**src/logic/dpm_consts.svh**
```systemverilog
// Offsets, field positions, reset values and timing counts of the port host
`ifndef DPM_CONSTS_SVH
`define DPM_CONSTS_SVH

// Register byte offsets on APB
`define DPM_REG_CTRL      8'h00
`define DPM_REG_ADDR      8'h04
`define DPM_REG_WDATA     8'h08
`define DPM_REG_RDATA     8'h0C
`define DPM_REG_STATUS    8'h10

// CTRL fields
`define DPM_CTRL_START    0
`define DPM_CTRL_OP_LO    1
`define DPM_CTRL_OP_HI    3
`define DPM_CTRL_SIDE     4
`define DPM_CTRL_BLOCK    5
`define DPM_CTRL_RST      6'h00

// STATUS fields
`define DPM_ST_BUSY       0
`define DPM_ST_DONE       1
`define DPM_ST_LOST       2
`define DPM_ST_MBX        3
`define DPM_ST_CONT       4
`define DPM_ST_INIT       5

// Mailbox word addresses
`define DPM_MBX_LEFT      13'h1FFE
`define DPM_MBX_RIGHT     13'h1FFF

// Device access time in ns and clock period in ns
`define DPM_ACC_NS        70
`define DPM_CLK_NS        50
// Least time: round up; two more cycles cover the data synchroniser
`define DPM_ACC_CYC       ((`DPM_ACC_NS + `DPM_CLK_NS - 1) / `DPM_CLK_NS)
`define DPM_STROBE_CYC    (`DPM_ACC_CYC + 2)

`endif

```
**src/logic/dpm_pkg.sv**
```systemverilog
// Types shared by the dual-port memory port host
package dpm_pkg;

    typedef enum logic [2:0] {
        OP_MRD  = 3'h0,
        OP_MWR  = 3'h1,
        OP_SRD  = 3'h2,
        OP_SWR  = 3'h3,
        OP_POST = 3'h4,
        OP_TAKE = 3'h5
    } dpm_op_t;

    typedef enum logic [1:0] {
        S_IDLE   = 2'h0,
        S_SETUP  = 2'h1,
        S_STROBE = 2'h2,
        S_REL    = 2'h3
    } dpm_state_t;

    // Control pins of one device port, all active low except addr
    typedef struct packed {
        logic        mem_select_n;
        logic        semaphore_select_n;
        logic        output_enable_n;
        logic        read_write_n;
        logic [12:0] addr;
    } dpm_pins_t;

endpackage

```
**src/logic/dpm_host.sv**
```systemverilog
// Host controller driving one port of a dual-port memory with mailbox
//
// The register addresses and the APB interface to the registers are this design's own decisions.
`timescale 1ns/1ps
`include "dpm_consts.svh"
module dpm_host (
    // Clock and reset
    input  wire logic             CLK,
    input  wire logic             RESET_N,
    // APB slave
    input  wire logic [7:0]       PADDR,
    input  wire logic             PSEL,
    input  wire logic             PENABLE,
    input  wire logic             PWRITE,
    input  wire logic [31:0]      PWDATA,
    output logic      [31:0]      PRDATA,
    output logic                  PREADY,
    output logic                  PSLVERR,
    // Device port control
    output dpm_pkg::dpm_pins_t    PINS,
    // Device port data, two-way
    input  wire logic [15:0]      DQ_I,
    output logic      [15:0]      DQ_O,
    output logic                  DQ_OE_N,
    // Device flags and contention
    input  wire logic             MBX_FLAG_N,
    input  wire logic             CONT_A_N,
    input  wire logic             CONT_B_N,
    output logic                  CONT_DRV_N
);
    import dpm_pkg::*;

    dpm_state_t  state_ff;
    dpm_op_t     op_ff;
    dpm_pins_t   pins_ff;
    logic [2:0]  cnt_ff;
    logic [15:0] dq_o_ff;
    logic        dq_oe_n_ff;
    logic        side_ff;
    logic        block_ff;
    logic [2:0]  op_reg_ff;
    logic [12:0] addr_reg_ff;
    logic [15:0] wdata_ff;
    logic [15:0] rdata_ff;
    logic        done_ff;
    logic        lost_ff;
    logic        init_pend_ff;
    logic [31:0] prdata_ff;
    logic        pslverr_ff;
    logic [2:0]  flags_s;
    logic [15:0] dq_s;
    logic        cont_s;
    logic        start;
    logic        go;
    logic        go_side;
    dpm_op_t     go_op;
    logic        go_sem;
    logic        go_wr;
    logic [12:0] go_addr;
    logic [12:0] own_mbx;
    logic [12:0] far_mbx;
    logic        op_wr;
    logic        apb_wr;
    logic        apb_setup;
    logic        mapped;

    // Flags and contention lines arrive from pins
    dpm_sync #(.W(3), .RST(16'hFFFF)) u_sync_flags (
        .clk     (CLK),
        .reset_n (RESET_N),
        .d       ({CONT_A_N, CONT_B_N, MBX_FLAG_N}),
        .q       (flags_s)
    );

    dpm_sync #(.W(16), .RST(16'h0000)) u_sync_dq (
        .clk     (CLK),
        .reset_n (RESET_N),
        .d       (DQ_I),
        .q       (dq_s)
    );

    // Array-level contention of stacked devices
    assign cont_s = flags_s[2] & flags_s[1];
    // Own mailbox clears our flag; side rides on the START write itself
    assign go_side = (start && !init_pend_ff) ? PWDATA[`DPM_CTRL_SIDE] :
                     side_ff;
    assign own_mbx = go_side ? `DPM_MBX_RIGHT : `DPM_MBX_LEFT;
    assign far_mbx = go_side ? `DPM_MBX_LEFT : `DPM_MBX_RIGHT;
    assign apb_setup = PSEL && !PENABLE;
    assign apb_wr    = PSEL && PENABLE && PWRITE;
    assign mapped    = (PADDR == `DPM_REG_CTRL) || (PADDR == `DPM_REG_ADDR) ||
                       (PADDR == `DPM_REG_WDATA) ||
                       (PADDR == `DPM_REG_RDATA) ||
                       (PADDR == `DPM_REG_STATUS);
    assign start     = apb_wr && (PADDR == `DPM_REG_CTRL) &&
                       PWDATA[`DPM_CTRL_START];

    // Power-up take of our own mailbox has priority over software
    assign go    = (state_ff == S_IDLE) && (init_pend_ff || start);
    assign go_op = init_pend_ff ? OP_TAKE :
                   dpm_op_t'(PWDATA[`DPM_CTRL_OP_HI:`DPM_CTRL_OP_LO]);
    always_comb begin
        go_sem  = (go_op == OP_SRD) || (go_op == OP_SWR);
        go_wr   = (go_op == OP_MWR) || (go_op == OP_SWR) ||
                  (go_op == OP_POST);
        go_addr = addr_reg_ff;
        if (go_op == OP_POST) begin
            go_addr = far_mbx;
        end else if (go_op == OP_TAKE) begin
            go_addr = own_mbx;
        end
    end
    assign op_wr = (op_ff == OP_MWR) || (op_ff == OP_SWR) ||
                   (op_ff == OP_POST);
    // Access sequencer and pin drive
    always_ff @(posedge CLK) begin
        if (!RESET_N) begin
            state_ff   <= S_IDLE;
            op_ff      <= OP_MRD;
            cnt_ff     <= 3'h0;
            pins_ff    <= '{1'b1, 1'b1, 1'b1, 1'b1, 13'h0000};
            dq_o_ff    <= 16'h0000;
            dq_oe_n_ff <= 1'b1;
        end else begin
            unique case (state_ff)
                S_IDLE: begin
                    if (go) begin
                        op_ff <= go_op;
                        pins_ff.addr <= go_addr;
                        // Semaphore space: memory select stays high
                        pins_ff.mem_select_n       <= go_sem;
                        pins_ff.semaphore_select_n <= !go_sem;
                        dq_o_ff    <= wdata_ff;
                        dq_oe_n_ff <= !go_wr;
                        state_ff   <= S_SETUP;
                    end
                end
                S_SETUP: begin
                    pins_ff.output_enable_n <= op_wr;
                    pins_ff.read_write_n    <= !op_wr;
                    cnt_ff   <= 3'(`DPM_STROBE_CYC - 1);
                    state_ff <= S_STROBE;
                end
                S_STROBE: begin
                    if (cnt_ff == 3'h0) begin
                        pins_ff.output_enable_n <= 1'b1;
                        pins_ff.read_write_n    <= 1'b1;
                        state_ff <= S_REL;
                    end else begin
                        cnt_ff <= cnt_ff - 3'h1;
                    end
                end
                S_REL: begin
                    // Releasing select lets a semaphore re-read see news
                    pins_ff.mem_select_n       <= 1'b1;
                    pins_ff.semaphore_select_n <= 1'b1;
                    dq_oe_n_ff <= 1'b1;
                    state_ff   <= S_IDLE;
                end
            endcase
        end
    end

    // Software registers
    always_ff @(posedge CLK) begin
        if (!RESET_N) begin
            op_reg_ff   <= 3'h0;
            side_ff     <= 1'b0;
            block_ff    <= 1'b0;
            addr_reg_ff <= 13'h0000;
            wdata_ff    <= 16'h0000;
        end else if (apb_wr) begin
            if (PADDR == `DPM_REG_CTRL) begin
                op_reg_ff <= PWDATA[`DPM_CTRL_OP_HI:`DPM_CTRL_OP_LO];
                side_ff   <= PWDATA[`DPM_CTRL_SIDE];
                block_ff  <= PWDATA[`DPM_CTRL_BLOCK];
            end
            if (PADDR == `DPM_REG_ADDR) begin
                addr_reg_ff <= PWDATA[12:0];
            end
            if (PADDR == `DPM_REG_WDATA) begin
                wdata_ff <= PWDATA[15:0];
            end
        end
    end

    // Completion status; a hardware set beats a same-cycle clear
    always_ff @(posedge CLK) begin
        if (!RESET_N) begin
            done_ff      <= 1'b0;
            lost_ff      <= 1'b0;
            init_pend_ff <= 1'b1;
            rdata_ff     <= 16'h0000;
        end else begin
            if (go && init_pend_ff) begin
                init_pend_ff <= 1'b0;
            end
            if (state_ff == S_STROBE && cnt_ff == 3'h0 && !op_wr) begin
                rdata_ff <= dq_s;
            end
            if (state_ff == S_REL) begin
                done_ff <= 1'b1;
            end else if (apb_wr && PADDR == `DPM_REG_STATUS &&
                         PWDATA[`DPM_ST_DONE]) begin
                done_ff <= 1'b0;
            end
            // Device drops writes while contention is low
            if (state_ff == S_STROBE && op_wr && !cont_s) begin
                lost_ff <= 1'b1;
            end else if (apb_wr && PADDR == `DPM_REG_STATUS &&
                         PWDATA[`DPM_ST_LOST]) begin
                lost_ff <= 1'b0;
            end
        end
    end

    // APB read data captured in the setup phase, answered with no wait
    always_ff @(posedge CLK) begin
        if (!RESET_N) begin
            prdata_ff  <= 32'h0000_0000;
            pslverr_ff <= 1'b0;
        end else if (apb_setup) begin
            pslverr_ff <= !mapped;
            prdata_ff  <= 32'h0000_0000;
            unique case (PADDR)
                `DPM_REG_CTRL:   prdata_ff[5:1] <= {block_ff, side_ff,
                                                    op_reg_ff};
                `DPM_REG_ADDR:   prdata_ff[12:0] <= addr_reg_ff;
                `DPM_REG_WDATA:  prdata_ff[15:0] <= wdata_ff;
                `DPM_REG_RDATA:  prdata_ff[15:0] <= rdata_ff;
                `DPM_REG_STATUS: prdata_ff[5:0] <= {!init_pend_ff, !cont_s,
                                                    !flags_s[0], lost_ff,
                                                    done_ff,
                                                    state_ff != S_IDLE};
                default:         prdata_ff <= 32'h0000_0000;
            endcase
        end
    end

    assign PRDATA     = prdata_ff;
    assign PREADY     = 1'b1;
    assign PSLVERR    = pslverr_ff && PSEL && PENABLE;
    assign PINS       = pins_ff;
    assign DQ_O       = dq_o_ff;
    assign DQ_OE_N    = dq_oe_n_ff;
    // Slave-mode write inhibit input: high for normal use
    assign CONT_DRV_N = !block_ff;
endmodule

```
**src/logic/dpm_sync.sv**
```systemverilog
// Two-flop synchroniser for pin inputs
`timescale 1ns/1ps
module dpm_sync #(
    parameter int          W   = 1,
    parameter logic [15:0] RST = 16'hFFFF
) (
    // Clock and reset
    input  wire logic         clk,
    input  wire logic         reset_n,
    // Data
    input  wire logic [W-1:0] d,
    output logic      [W-1:0] q
);
    logic [W-1:0] meta_ff;

    always_ff @(posedge clk) begin
        if (!reset_n) begin
            meta_ff <= RST[W-1:0];
            q       <= RST[W-1:0];
        end else begin
            meta_ff <= d;
            q       <= meta_ff;
        end
    end
endmodule

```
**config.mk**
```make
export PLATFORM = sky130hd
export DESIGN_NAME = dpm_host
export DESIGN_NICKNAME = d
export VERILOG_FILES = /design/src/logic/dpm_pkg.sv /design/src/logic/dpm_host.sv /design/src/logic/dpm_sync.sv
export VERILOG_INCLUDE_DIRS = /design/src /design/src/logic
export SDC_FILE = /design/constraint.sdc
export NUM_CORES = 1
export LEC_CHECK = 0
export BUFFER_PORTS_ARGS = -buffer_cell sky130_fd_sc_hd__buf_4
export CAP_MARGIN = 25
export CORE_ASPECT_RATIO = 0.6
export CORE_MARGIN = 10
export CORE_UTILIZATION = 30
export CTS_CLUSTER_DIAMETER = 60
export DETAILED_ROUTE_END_ITERATION = 12
export GPL_TIMING_DRIVEN = 0
export PLACE_DENSITY_LB_ADDON = 0.15
export SYNTH_ARGS = -nofsm -noshare
export SYNTH_HDL_FRONTEND = slang
export SYNTH_HIERARCHICAL = 1
export SYNTH_SLANG_ARGS = --single-unit
```
**constraint.sdc**
```tcl
create_clock -name CLK -period 2.6 [get_ports CLK]
set_input_delay 0.78 -clock CLK [delete_from_list [all_inputs] [get_ports CLK]]
set_output_delay 0.78 -clock CLK [all_outputs]
set_load 0.01 [all_outputs]
```
======== Word-level counts from Yosys, hierarchy flattened ========
Index checks and enable logic that the tools add are counted.
cells by class
  multiplexer cells ....................... 24
  divide/modulo/power cells ............... 0
  shift operators ......................... 0
  magnitude comparators ................... 0
  reductions and logical operators ........ 52
  bitwise gates (word level) .............. 1
  eq/ne operators ......................... 18
  multipliers ............................. 0
  add/subtract/negate cells ............... 1
operator list
  operator                                                         number
  13-bit two-way mux                                               2
  5-bit one-hot mux with 5 select lines                            1
  7-bit one-hot mux with 3 select lines                            1
  1-bit logical AND                                                17
  8-bit by 4-bit == test with 1-bit output, second input constant  2
  2-bit AND reduction                                              8
  3-bit one-hot mux with 2 select lines                            2
  1-bit logical OR                                                 10
  2-bit nonzero test                                               5
  3-bit by 2-bit == test with 1-bit output, second input constant  3
  3-bit == test, second input constant                             3
  1-bit zero test                                                  9
  8-bit by 3-bit == test with 1-bit output, second input constant  1
  8-bit by 5-bit == test with 1-bit output, second input constant  1
  8-bit zero test                                                  1
  1-bit two-way mux                                                8
  2-bit one-hot mux with 2 select lines                            2
  2-bit one-hot mux with 4 select lines                            1
  3-bit by 1-bit == test with 1-bit output, second input constant  2
  2-bit two-way mux                                                3
  3-bit two-way mux                                                2
  2-bit != test, second input constant                             3
  2-bit == test, second input constant                             2
  1-bit one-hot mux with 4 select lines                            1
  6 further kinds                                                  6
word-level totals
  memories kept ........................... 0
  output and inout bits ................... 69
  input port bits ......................... 64
  memory bits (read-only) ................. 0
  RAM bits ................................ 0
  bits in latches ......................... 0
  register bits after elaboration ......... 150

======== Depth between registers and ports, before layout ========
  word-level depth ........................ 9
  depth in mapped cells ................... 8
  gate-level depth less buffers ........... 7

======== Cells and area by module ========
Netlist, hierarchy kept.
modules (own cells, without submodules)
  module                   times used  sequential area each (sq um)  area each (sq um)  cells each
  dpm_host                 1           2,242.2                       4,983.5            590
  dpm_sync (u_sync_dq)     1           640.6                         895.9              67
  dpm_sync (u_sync_flags)  1           120.1                         157.7              12

======== Worst setup path before layout ========
OpenSTA, ideal clock, no wires.
  path kind ............................... input -> register
  start ................................... in PADDR[4]
  end ..................................... reg wdata_ff[13]
  arrival ................................. 2.127 ns
  slack ................................... 0.332 ns
  data required time ...................... 2.459 ns
  stages .................................. 7
  buffers on the path ..................... 2
  cells stage by stage .................... buf_6 -> or4_4 -> nor4_4 -> nand2_4 -> buf_6 -> nand2_1 -> a21oi_1
between the ends
  cells in the longest elaborated chain, start to end .. 2
RTL lines
  element                                   line             source
  from (decl)                               dpm_host.sv:11   input wire logic [7:0] PADDR,
  8-bit by 4-bit == test with 1-bit output  -
  2-bit AND reduction (no line)             -
  to (signal assigned)                      dpm_host.sv:182  wdata_ff <= PWDATA[15:0];
  to (decl)                                 dpm_host.sv:43   logic [15:0] wdata_ff;
Every way passes these cells.
A chain may end at the register's enable or synchronous reset.

======== Worst setup path after layout ========
  start ................................... reg state_ff[0]
  end ..................................... reg rdata_ff[7]
between the ends
  cells in the longest elaborated chain, start to end .. 3
RTL lines
  element                          line             source
  from (decl)                      dpm_host.sv:33   dpm_state_t state_ff;
  from (signal assigned)           dpm_host.sv:118  state_ff <= S_IDLE;
  from (signal assigned)           dpm_host.sv:135  state_ff <= S_SETUP;
  from (signal assigned)           dpm_host.sv:142  state_ff <= S_STROBE;
  2-bit == test                    dpm_host.sv:198  if (state_ff == S_STROBE && cnt_ff == 3'h0 && !op_wr) begin
  1-bit logical AND (2 in series)  dpm_host.sv:198
  to (signal assigned)             dpm_host.sv:199  rdata_ff <= dq_s;
  to (decl)                        dpm_host.sv:44   logic [15:0] rdata_ff;
Every way passes these cells.

==> parameters.txt <==
Parameter                              Value

Run status
  Outcome    completed

Setup path
  CP Capture Type    flip-flop
  Launching point of the worst reg2reg path    state_ff[0]
  Cells along the critical path    inv_1 > ha_1 > nand3b_1 > nor2_2 > buf_2 > mux2i_1 > nor2_1
  Worst Setup Start Kind    flip-flop
  Crit Path Category    flip-flop to flip-flop
  Crit path required time    2.90 ns
  Length in cells of the worst reg-to-reg path    7
  Largest incremental delay on the critical path    0.40 ns
  Critical Path Slowest Stage Cell    nor2_2
  Slack of the worst reg-to-reg path    0.40 ns
  Worst setup startpoint    state_ff[0]
  Arrival time worst endpoint    2.50 ns
  Crit path max fanout    10

Synthesis
  Cell type contributing the most total cell area after synthesis    dfxtp_1
  Register bit count reported by yosys    150
  Number of flops mapped to enable cells by yosys    0
  Share of async-settable or async-resettable flops after synthesis    0%
  Gate count of the mapped netlist    669
  Unique masters post-synth    55
  Cell area after technology mapping    6040 um2
  Fraction of synthesized cell area taken by the top area cell type    49.7%
  Share of synthesized area occupied by flip-flops and latches    49.7%
  Area contributors post-synth    dfxtp_1 (50%), nand2_1 (6.7%), mux2i_1 (5.3%), a21oi_1 (4.4%), nor2_1 (4.2%)
  Post-synthesis average cell area    9.02 um2
  Most used DFF post-synth    dfxtp_1
  Warnings from Yosys    6

Cells and area
  Multi-input gate area    2730 um2
  Post-route design area    7740 um2
  Number of filler instances in the final layout    2,045
  Antenna diode count    0
  Post-synthesis to final-layout area growth    28.2%
  Most common library cell in the layout ignoring fill and taps    dfxtp_1
  Commonest cells after routing, fill and taps aside    dfxtp_1 (150), buf_4 (115), nand2_1 (108), nor2_1 (67), a21oi_1 (53)
  Sequential cell area    3000 um2
  Fraction of the core area covered by cells at the end of the flow    38.9%
  Post-layout net count    870
  Fraction of final layout cells with drive strength greater than 1    27.7%

Global route
  Residual overflow from global routing    0
  Number of global-route vias before repair    4,957
  Maximum number of pins on one net before global-route repair    19
  Antenna violations before repair    0
  First-pass GRT wire length    28,800 um
  Overall fraction of global-route tracks in use    14.2%

Power and ir drop
  Portion of total power attributed to combinational logic    21.6%
  Sequential share of power    40.6%
  Power per standard cell area    830 nW/um2
  Pleak    3.07 nW
  Internal Power    4.32 mW
  Part of the total power dissipated in the clock network    37.9%
  Net switching share of the total power    32.7%
  Worst vdd ir    478 uV
  Switching power total    2.10 mW

Clock tree
  Number of gates given a new drive strength after cts    0
  Clk_lat worst skew    0.43 ns
  Setup fix buffers added after clock tree synthesis    0
  TritonCTS clock tree    done
  Number of levels the H-tree was split into    4
  CTS Root Cell    clkbuf_16
  CTS Sinks    150
  CTS max path bufs    2
  Number of buffers added by the clock tree synthesis step    17
  Reg clk slew, reported paths    0.07 ns
  Cts hold-fix bufs    0

Timing
  Setup tns final    0 ns
  Minimum clock period after layout    2.20 ns
  Hold Vio Cnt, Final    0
  Min Hold Slack    0.399 ns
  F_max    455 MHz
  Headroom to the max-slew limit    38.2%
  Pins over their slew limit    0
  Final setup violation count    0
  Share of the clock period used by the worst path    84.6%
  Worst-margin pin slew    0.920 ns
  Clock tree skew after final layout    0.0128 ns
  Unrepaired setup endpoints after global routing    no

Route
  Drc violations    0
  Avg Vias per Cell    4.61
  Starting DRT DRC Count    377
  Antenna violation net count after detailed routing    0
  Via count    4,998
  Total Wirelength    18,800 um
  Average wire length per cell after detail routing    17.3 um
  Iteration count of the initial detailed-routing pass    5

Placed design
  Area of placed instances    7160 um2
  RePlAce Congestion    0.825
  Number of buffer cells added on primary ports    96
  Post-DP HPWL    14,800 um

Floorplanning
  Total die area    26,400 um2
  Core Area    19,900 um2
  Die X-Extent    203 um
  Number of placement rows    40
  Initial core utilization    30.4%
  Y dimension of the die    130 um
  Ports    133

Hold path
  Worst Hold Launch    u_sync_flags/meta_ff[2]
  Worst hold path depth    1
  Worst hold path type    flip-flop to flip-flop

Flow run
  Max_cap viols    0
-- cell usage after synthesis, types with 5 or more instances --
| cell type | number |
|---|---|
| a221oi_1 | 7 |
| ha_1 | 7 |
| nand2b_1 | 9 |
| buf_4 | 19 |
| inv_1 | 10 |
| dfxtp_1 | 150 |
| a21oi_2 | 10 |
| mux2_2 | 5 |
| o21ai_0 | 19 |
| a2bb2oi_1 | 7 |
| nand2_1 | 108 |
| clkbuf_1 | 18 |
| a21oi_1 | 53 |
| nand3_1 | 17 |
| buf_2 | 8 |
| and2_2 | 32 |
| mux2i_1 | 32 |
| nor3_1 | 29 |
| a22oi_1 | 5 |
| nor2_1 | 67 |
-- worst paths after layout --
| kind | endpoint |
|---|---|
| min | u_sync_flags/q[2] |
| max reg2reg | rdata_ff[7] |
| min reg2reg | u_sync_flags/q[2] |
| max | rdata_ff[7] |
-- metal layers --
metal  track usage, %  wire length, um
met1             20.7             9790
met5                0                0
met2             20.4             7730
met4             3.62              120
met3             3.59             1140
-- logic make-up (layout without fill, tap and decap cells) --
| kind of cell | count (synthesis) | count (layout) | share of synthesized area [%] |
|---|---|---|---|
| adder cells (fa/ha/maj) | 7 | 7 | 1.45 |
| flip-flops | 150 | 150 | 49.7 |
| AND/OR/NAND/NOR | 293 | 293 | 24.5 |
| buffers and inverters | 65 | 193 | 5.95 |
| multiplexers | 37 | 37 | 6.24 |
| AO/OA/AOI/OAI | 115 | 115 | 12.0 |
| other | 2 | 17 | 0.124 |
-- registers in the layout, indices dropped and copies added, names as in the netlist, 13 cells and up --
name,count
DQ_O,16
PINS,17
PRDATA,16
addr_reg_ff,13
rdata_ff,16
u_sync_dq/meta_ff,16
u_sync_dq/q,16
wdata_ff,16
-- area by class of cell --
class / count / share of cell area (%)
Buffer: 53 / 4.06
Clock buffer: 17 / 5.50
Multi-Input combinational cell: 469 / 35.3
Tap cell: 273 / 4.41
Clock inverter: 15 / 2.04
Timing Repair Buffer: 96 / 9.31
Inverter: 12 / 0.582
Sequential cell: 150 / 38.8
-- power by group through the flow --
stage | Clock [mW] | Sequential (mW) | Combinational, mW
floorplan | 0 | 2.68 | 0.816
global placement | 0 | 2.65 | 1.35
detailed placement | 0 | 2.66 | 1.39
CTS | 2.47 | 2.61 | 1.39
global route | 2.57 | 2.63 | 1.54
finish | 2.43 | 2.60 | 1.39
-- critical path: cells and delay by family (launching register included) --
kind | cells | cell delay, ns
fa+ha+maj | 1 | 0.33
mux | 1 | 0.25
buf+inv | 2 | 0.51
flops | 1 | 0.33
simple gates | 3 | 0.65
-- stage by stage --
step | instances | setup WS (ns) | total power, mW
floorplan | 684 | 0.332 | 3.50
global placement | 1053 | 0.0701 | 4.00
detailed placement | 1053 | 0.0646 | 4.05
CTS | 1085 | 0.408 | 6.47
global route | 1085 | 0.286 | 6.75
finish | 1085 | 0.401 | 6.42
(Power assumes the default switching activity.)
